`src/hdl/swr_params.svh`:
```
`ifndef SWR_PARAMS_SVH
`define SWR_PARAMS_SVH

// Clock rate and link timing figures (times in ns).
`define SWR_CLK_MHZ          250
`define SWR_BREAK_NS         190000
`define SWR_HOST_ONE_LOW_NS  32000
`define SWR_HOST_ZERO_LOW_NS 100000
`define SWR_DEV_SLOT_NS      190000
`define SWR_DEV_ONE_LOW_NS   32000
`define SWR_DEV_ZERO_LOW_NS  100000

// Every time rounds up; the threshold sits midway and rounds down.
`define SWR_BREAK_CYC ((`SWR_BREAK_NS * `SWR_CLK_MHZ + 999) / 1000)
`define SWR_THRESH_CYC \
  (((`SWR_HOST_ONE_LOW_NS + `SWR_HOST_ZERO_LOW_NS) / 2) * `SWR_CLK_MHZ / 1000)
`define SWR_DEV_SLOT_CYC ((`SWR_DEV_SLOT_NS * `SWR_CLK_MHZ + 999) / 1000)
`define SWR_DEV_ONE_CYC ((`SWR_DEV_ONE_LOW_NS * `SWR_CLK_MHZ + 999) / 1000)
`define SWR_DEV_ZERO_CYC ((`SWR_DEV_ZERO_LOW_NS * `SWR_CLK_MHZ + 999) / 1000)

// Command byte layout, direction encoding and request buffer depth.
`define SWR_RW_BIT   7
`define SWR_RW_WRITE 1'b1
`define SWR_BUF_DEPTH 2

`endif

```
`src/hdl/swr_pkg.sv`:
```
package swr_pkg;

  typedef enum logic [6:0] {
    ST_IDLE = 7'b0000001,
    ST_BRK  = 7'b0000010,
    ST_CMD  = 7'b0000100,
    ST_WDAT = 7'b0001000,
    ST_PUSH = 7'b0010000,
    ST_WAIT = 7'b0100000,
    ST_SEND = 7'b1000000
  } swr_state_t;

  typedef struct packed {
    swr_state_t        state;
    logic              loaded;
    logic              mode_sw;
    logic              on_alert;
    logic              line_q;
    logic [16:0]       low_cnt;
    logic [16:0]       slot_cnt;
    logic [3:0]        bit_cnt;
    logic [7:0]        shreg;
    logic [7:0]        cmd;
    logic [7:0]        tx;
    logic              rd_ready;
    logic              alert_oe;
    logic              dedic_oe;
    logic [1:0][15:0]  bufd;
    logic [1:0]        buf_cnt;
    logic              req_valid;
  } swr_regs_t;

endpackage : swr_pkg

```
`src/hdl/single_wire_responder_port.sv`:
```
`timescale 1ns/1ps
`include "swr_params.svh"

module single_wire_responder_port
  import swr_pkg::*;
#(
  parameter int BREAK_CYC    = `SWR_BREAK_CYC,
  parameter int THRESH_CYC   = `SWR_THRESH_CYC,
  parameter int DEV_SLOT_CYC = `SWR_DEV_SLOT_CYC,
  parameter int DEV_ONE_CYC  = `SWR_DEV_ONE_CYC,
  parameter int DEV_ZERO_CYC = `SWR_DEV_ZERO_CYC
) (
  // Clock and reset
  input  wire logic        clk,
  input  wire logic        srst,
  // Interrupt output pin used as single-wire line
  input  wire logic        alert_in,
  output logic             alert_out,
  output logic             alert_oe,
  // Dedicated single-wire pin
  input  wire logic        single_wire_port_in,
  output logic             single_wire_port_out,
  output logic             single_wire_port_oe,
  // Configuration and mode-change subcommands
  input  wire logic        cfg_single_wire,
  input  wire logic        cfg_on_alert,
  input  wire logic        switch_to_single_wire_cmd,
  input  wire logic        switch_to_configured_cmd,
  output logic             single_wire_mode,
  output logic             link_on_alert,
  // Transaction requests toward the register core
  output logic             req_valid,
  input  wire logic        req_ready,
  output logic             req_write,
  output logic [6:0]       req_code,
  output logic [7:0]       req_data,
  // Read data returned by the register core
  input  wire logic        rd_valid,
  output logic             rd_ready,
  input  wire logic [7:0]  rd_data
);

  localparam logic [16:0] BREAK_C  = 17'(BREAK_CYC);
  localparam logic [16:0] THRESH_C = 17'(THRESH_CYC);
  localparam logic [16:0] SLOT_C   = 17'(DEV_SLOT_CYC);
  localparam logic [16:0] ONE_C    = 17'(DEV_ONE_CYC);
  localparam logic [16:0] ZERO_C   = 17'(DEV_ZERO_CYC);
  localparam logic [1:0]  DEPTH_C  = 2'(`SWR_BUF_DEPTH);

  swr_regs_t s;
  swr_regs_t next_s;

  // A short host low pulse is a one, a long one a zero.
  function automatic logic host_bit(input logic [16:0] low_len);
    host_bit = (low_len < THRESH_C);
  endfunction : host_bit

  logic       line;
  logic       rise;
  logic [7:0] shifted;
  logic [1:0] cnt;
  logic [16:0] low_len;

  always_comb
  begin
    next_s  = s;
    line    = s.on_alert ? alert_in : single_wire_port_in;
    rise    = ~s.line_q & line;
    shifted = {host_bit(s.low_cnt), s.shreg[7:1]};
    cnt     = s.buf_cnt;
    low_len = ZERO_C;
    next_s.line_q = line;

    if (line)
    begin
      next_s.low_cnt = '0;
    end
    else if (s.low_cnt != '1)
    begin
      next_s.low_cnt = s.low_cnt + 17'd1;
    end

    // The head entry leaves when the core takes it.
    if (req_ready && s.req_valid)
    begin
      next_s.bufd[0] = s.bufd[1];
      cnt = s.buf_cnt - 2'd1;
    end

    case (s.state)
      ST_IDLE:
      begin
        if (s.mode_sw && !line && s.low_cnt == BREAK_C - 17'd1)
        begin
          next_s.state = ST_BRK;
        end
      end
      ST_BRK:
      begin
        if (rise)
        begin
          next_s.state   = ST_CMD;
          next_s.bit_cnt = '0;
        end
      end
      ST_CMD, ST_WDAT:
      begin
        if (!line && s.low_cnt == BREAK_C - 17'd1)
        begin
          next_s.state = ST_BRK;
        end
        else if (rise)
        begin
          next_s.shreg   = shifted;
          next_s.bit_cnt = s.bit_cnt + 4'd1;
          if (s.bit_cnt == 4'd7)
          begin
            next_s.bit_cnt = '0;
            if (s.state == ST_CMD)
            begin
              next_s.cmd = shifted;
              // Direction flag in bit 7 picks the data phase.
              next_s.state = (shifted[`SWR_RW_BIT] == `SWR_RW_WRITE) ? ST_WDAT
                                                                     : ST_PUSH;
            end
            else
            begin
              next_s.state = ST_PUSH;
            end
          end
        end
      end
      ST_PUSH:
      begin
        // Waits here while the buffer is full, so no word is lost.
        if (cnt < DEPTH_C)
        begin
          next_s.bufd[cnt[0]] = {s.cmd, s.shreg};
          cnt = cnt + 2'd1;
          if (s.cmd[`SWR_RW_BIT] == `SWR_RW_WRITE)
          begin
            next_s.state = ST_IDLE;
          end
          else
          begin
            next_s.state    = ST_WAIT;
            next_s.rd_ready = 1'b1;
          end
        end
      end
      ST_WAIT:
      begin
        if (rd_valid && s.rd_ready)
        begin
          next_s.tx       = rd_data;
          next_s.rd_ready = 1'b0;
          next_s.slot_cnt = '0;
          next_s.bit_cnt  = '0;
          next_s.state    = ST_SEND;
        end
      end
      ST_SEND:
      begin
        next_s.slot_cnt = s.slot_cnt + 17'd1;
        if (s.slot_cnt == SLOT_C - 17'd1)
        begin
          next_s.slot_cnt = '0;
          next_s.bit_cnt  = s.bit_cnt + 4'd1;
          if (s.bit_cnt == 4'd7)
          begin
            next_s.state = ST_IDLE;
          end
        end
      end
      default:
      begin
        next_s.state = ST_IDLE;
      end
    endcase

    next_s.buf_cnt   = cnt;
    next_s.req_valid = (cnt != 2'd0);

    // Mode control: configuration at start, subcommands switch at once.
    if (!s.loaded)
    begin
      next_s.loaded   = 1'b1;
      next_s.mode_sw  = cfg_single_wire;
      next_s.on_alert = cfg_on_alert;
    end
    else if (switch_to_single_wire_cmd)
    begin
      next_s.mode_sw  = 1'b1;
      next_s.on_alert = 1'b1;
    end
    else if (switch_to_configured_cmd)
    begin
      next_s.mode_sw  = cfg_single_wire;
      next_s.on_alert = cfg_on_alert;
    end
    if (next_s.mode_sw != s.mode_sw || next_s.on_alert != s.on_alert)
    begin
      next_s.state    = ST_IDLE;
      next_s.rd_ready = 1'b0;
    end

    // Device bit: low for its zero or one time, then released to slot end.
    if (next_s.tx[next_s.bit_cnt[2:0]])
    begin
      low_len = ONE_C;
    end
    next_s.alert_oe = (next_s.state == ST_SEND) && next_s.on_alert &&
                      (next_s.slot_cnt < low_len);
    next_s.dedic_oe = (next_s.state == ST_SEND) && !next_s.on_alert &&
                      (next_s.slot_cnt < low_len);
  end

  always_ff @(posedge clk)
  begin
    if (srst)
    begin
      s       <= '0;
      s.state <= ST_IDLE;
      s.line_q <= 1'b1;
    end
    else
    begin
      s <= next_s;
    end
  end

  // Open drain: the driven level is always low; the enable pulls the line.
  assign alert_out            = 1'b0;
  assign single_wire_port_out = 1'b0;
  assign alert_oe             = s.alert_oe;
  assign single_wire_port_oe  = s.dedic_oe;
  assign single_wire_mode     = s.mode_sw;
  assign link_on_alert        = s.on_alert;
  assign req_valid            = s.req_valid;
  assign req_write            = s.bufd[0][15];
  assign req_code             = s.bufd[0][14:8];
  assign req_data             = s.bufd[0][7:0];
  assign rd_ready             = s.rd_ready;

endmodule : single_wire_responder_port

```
`config.mk`:
```
export PLATFORM = sky130hd
export DESIGN_NAME = single_wire_responder_port
export DESIGN_NICKNAME = d
export VERILOG_FILES = /design/src/hdl/swr_pkg.sv /design/src/hdl/single_wire_responder_port.sv
export VERILOG_INCLUDE_DIRS = /design/src /design/src/hdl
export SDC_FILE = /design/constraint.sdc
export NUM_CORES = 1
export LEC_CHECK = 0
export BUFFER_PORTS_ARGS = -buffer_cell sky130_fd_sc_hd__buf_2
export CAP_MARGIN = 20
export CORE_MARGIN = 4
export CORE_UTILIZATION = 35
export DETAILED_ROUTE_END_ITERATION = 12
export PLACE_DENSITY = 0.54
export SLEW_MARGIN = 20
export SYNTH_ARGS = -nofsm -noshare
export SYNTH_HDL_FRONTEND = slang
export SYNTH_SLANG_ARGS = --single-unit
```
`constraint.sdc`:
```
create_clock -name clk -period 5.8 [get_ports clk]
set_input_delay 0.58 -clock clk [delete_from_list [all_inputs] [get_ports clk]]
set_output_delay 0.58 -clock clk [all_outputs]
set_load 0.03 [all_outputs]
```
==> flow_summary.toml <==
[sta]
final.min_clock_period_ns = 4.92
maxClockFrequency_mhz = 203
slew_headroom = 0.273
finClkSkew_ns = 0.00905
finalSetupViolCount = 0
worst_slew_pin_slew_ns = 1.09
grt_setup_unrepaired = "no"
final-max-slew-violation-count = 0
post-route-period-util = 0.848
finalHoldViolations = 0
tns_ns = 0

[power]
power.density_cell_area_mw_per_mm2 = 242
static-leakage-power_nw = 2.42
overall_power_w = 0.00151
ir_worst_vdd_mv = 0.159

[routing]
ant_nets = 0
totalWireLength_um = 13100
initialDrtViolationCount = 348
route.detailed.wl_per_inst_um = 14.9
detailroute.via_count = 4597
drt_drc_violations_left = 0
drtPass1Iterations = 5
avgViaCountPerCell = 5.22

[min_path]
min_from = "s[65]"
holdPathStages = 2
hp-class = "flip-flop to flip-flop"
worstHoldEndpoint = "s[65]"

[critical_path]
worstPathMaxFanout = 13
worstRegToRegCells = 17
timing.critical_path.required_ns = 6.09
crit-reg2reg-launch = "s[106]"
critical-path-slowest-cell = "sky130_fd_sc_hd__nor2_1"
cells_along_the_critical_path = "nor2_1, nand3_1, nor2_1, o32ai_4, mux2i_1, o311ai_2, o21ai_0, inv_1, ha_1, a21o_1, a21o_1, a21oi_1, o21ai_0, a2111o_1, nor4_1, o211ai_1, a21boi_1"
timing.setup.critical_path_class = "flip-flop to flip-flop"
setup.worst_path.end_class = "flip-flop"
arrival_time_of_the_worst_setup_path_ns = 5.21
r2r-end = "single_wire_port_oe"
worst_stage_delay_on_the_critical_path_ns = 0.83
element_type_at_the_critical_path_start = "flip-flop"
regToRegSetupSlack_ns = 0.88

[cells_and_area]
area.sequential_mm2 = 0.00222
multi_input_comb_area_mm2 = 0.00312
antennaDiodeCount = 0
area_growth_syn_to_layout_pct = 10.6
drive_gt1_frac = 0.113
utilization_of_the_core_after_routing = 0.393
num-nets-final = 692
fillCellCount = 1580
final_cell_mix = "111 x sky130_fd_sc_hd__dfxtp_1, 105 x sky130_fd_sc_hd__nor2_1, 57 x sky130_fd_sc_hd__mux2i_1"
commonest_non_fill_non_tap_cell_in_the_layout = "sky130_fd_sc_hd__dfxtp_1"

[global_route]
grt_max_degree = 71
antenna_found_initial = 0
grt_pass1_wl_um = 21800
grt_pass1_vias = 4413
grt_use_total = 0.149
global_route.overflow_total = 0

[yosys]
yosys_most_used_dff = "sky130_fd_sc_hd__dfxtp_1"
synth_mux_area_frac = 0.103
syn-mean-instance-area_um2 = 8.68
ys_ff_latch = 111
synth_top_area_share = 0.395
synth_top_family_by_area = "simple AND/OR/NAND/NOR gates"
post-synth-top-area-cell = "sky130_fd_sc_hd__dfxtp_1"
synth-edff-count = 0
synth_warn = 0
synth_seq_area_share = 0.395
synth_compound_gate_area_share = 0.144
post_synth_xor_area_fraction = 0.0343
yosys-top-cells-area = "sky130_fd_sc_hd__dfxtp_1 40%, sky130_fd_sc_hd__mux2i_1 10%, sky130_fd_sc_hd__nor2_1 7.0%"
ys_async_sr_fraction = 0
syn-instance-count = 648
adder_cell_area_share_of_the_yosys_netlist = 0.0312
area_fraction_in_and_or_nand_and_nor_cells_after_synthesis = 0.239
netlist_area_mm2 = 0.00562
post_synth_num_cell_types = 67

[clock_tree]
tritoncts = "done"
path_clk_slew_ns = 0.08
clock_sink_count = 111
post_cts.repair.setup_buffers = 0
clk-insertion-delay-late_ns = 0.36
cts_buffer_depth = 2
cts.htree.levels = 3
clk_root_buffer_cell = "sky130_fd_sc_hd__clkbuf_16"
cts_buffers = 9
cts.repair.resized = 0
postCtsHoldBufs = 0

[floorplanning]
fp.coreArea_mm2 = 0.0158
fp-row-count = 46
chipWidth_um = 135
ios = 42
die_height_um = 135
initial_utilization = 0.355
die_area_mm2 = 0.0182

[outcome]
run_status = "finished, final reports clean"

[placed_design]
placement.io_buffers = 39
gp_congestion = 0.834
dp_hpwl_um = 9300

[job]
max_cap_violations = 0
synthesized netlist by cell type, types with 11 or more instances:
library cell,count
sky130_fd_sc_hd__dfxtp_1,111
sky130_fd_sc_hd__nor2_1,105
sky130_fd_sc_hd__mux2i_1,57
sky130_fd_sc_hd__nand2_1,50
sky130_fd_sc_hd__o21ai_0,23
sky130_fd_sc_hd__a211oi_1,22
sky130_fd_sc_hd__a21oi_1,20
sky130_fd_sc_hd__buf_4,17
sky130_fd_sc_hd__clkbuf_1,17
sky130_fd_sc_hd__nand3_1,17
sky130_fd_sc_hd__inv_1,15
sky130_fd_sc_hd__and2_1,14
sky130_fd_sc_hd__ha_1,14
sky130_fd_sc_hd__xor2_1,13
sky130_fd_sc_hd__nand4_1,11
sky130_fd_sc_hd__nor3_1,11
power breakdown:
| group | switching (W) | internal, W | leakage (nW) |
|---|---|---|---|
| clock | 0.000310 | 0.000390 | 0.165 |
| combinational | 0.0000268 | 0.0000119 | 1.36 |
| sequential | 0.00000319 | 0.000764 | 0.895 |
| total | 0.000340 | 0.00117 | 2.42 |
cell families after synthesis:
kind of cell	Yosys count
AO/OA/AOI/OAI	116
XOR/XNOR	22
adder cells (fa/ha/maj)	14
buffers and inverters	57
flip-flops	111
multiplexers	58
other	1
AND/OR/NAND/NOR	269
critical path, delay by kind of cell (launching register included):
kind                       cells  cell delay, ns
DFF                            1            0.43
AOI/OAI and AO/OA             10            2.00
buffers and inverters          1            0.23
and+or+nand+nor                4            1.72
adders and majority gates      1            0.28
muxes                          1            0.18
per-layer routing:
layer / vias to the layer above / GRT usage / share of wire
met2: 106 / 0.249 / 0.49
met4: 0 / 0.0447 / 0.017
met1: 2172 / 0.187 / 0.45
met3: 14 / 0.0395 / 0.047
met5: - / 0 / 0
li1: 2305 / - / -
layout make-up:
class / instances / share of cell area
clock buffers: 9 / 0.0362
clock inverters: 7 / 0.0175
inverters: 15 / 0.00906
multi-input cells: 481 / 0.501
flip-flops and latches: 111 / 0.357
well taps: 216 / 0.0435
repair buffers: 42 / 0.0350
worst max path at each step:
stage / start / endpoint / slack, ns / cells past startpoint
after floorplan: s[107] / alert_oe / 1.69 / 17
after global placement: s[106] / alert_oe / 1.05 / 17
after detailed placement: s[106] / alert_oe / 0.92 / 17
after CTS: s[106] / single_wire_port_oe / 0.87 / 17
after global routing: s[106] / single_wire_port_oe / 0.28 / 17
final: s[106] / single_wire_port_oe / 0.88 / 17
metrics by stage:
| stage | cells | instance area, um2 | hold WS, ns | worst slack (ns) |
|---|---|---|---|---|
| after CTS | 881 | 6210 | 0.485 | 0.868 |
| final | 881 | 6220 | 0.489 | 0.883 |
| after global placement | 865 | 5880 | 0.474 | 1.05 |
| after floorplan | 649 | 5630 | 0.434 | 1.69 |
| after detailed placement | 865 | 5880 | 0.480 | 0.920 |
| after global routing | 881 | 6220 | 0.507 | 0.283 |
Note: power is estimated with default switching activity, not from simulation.
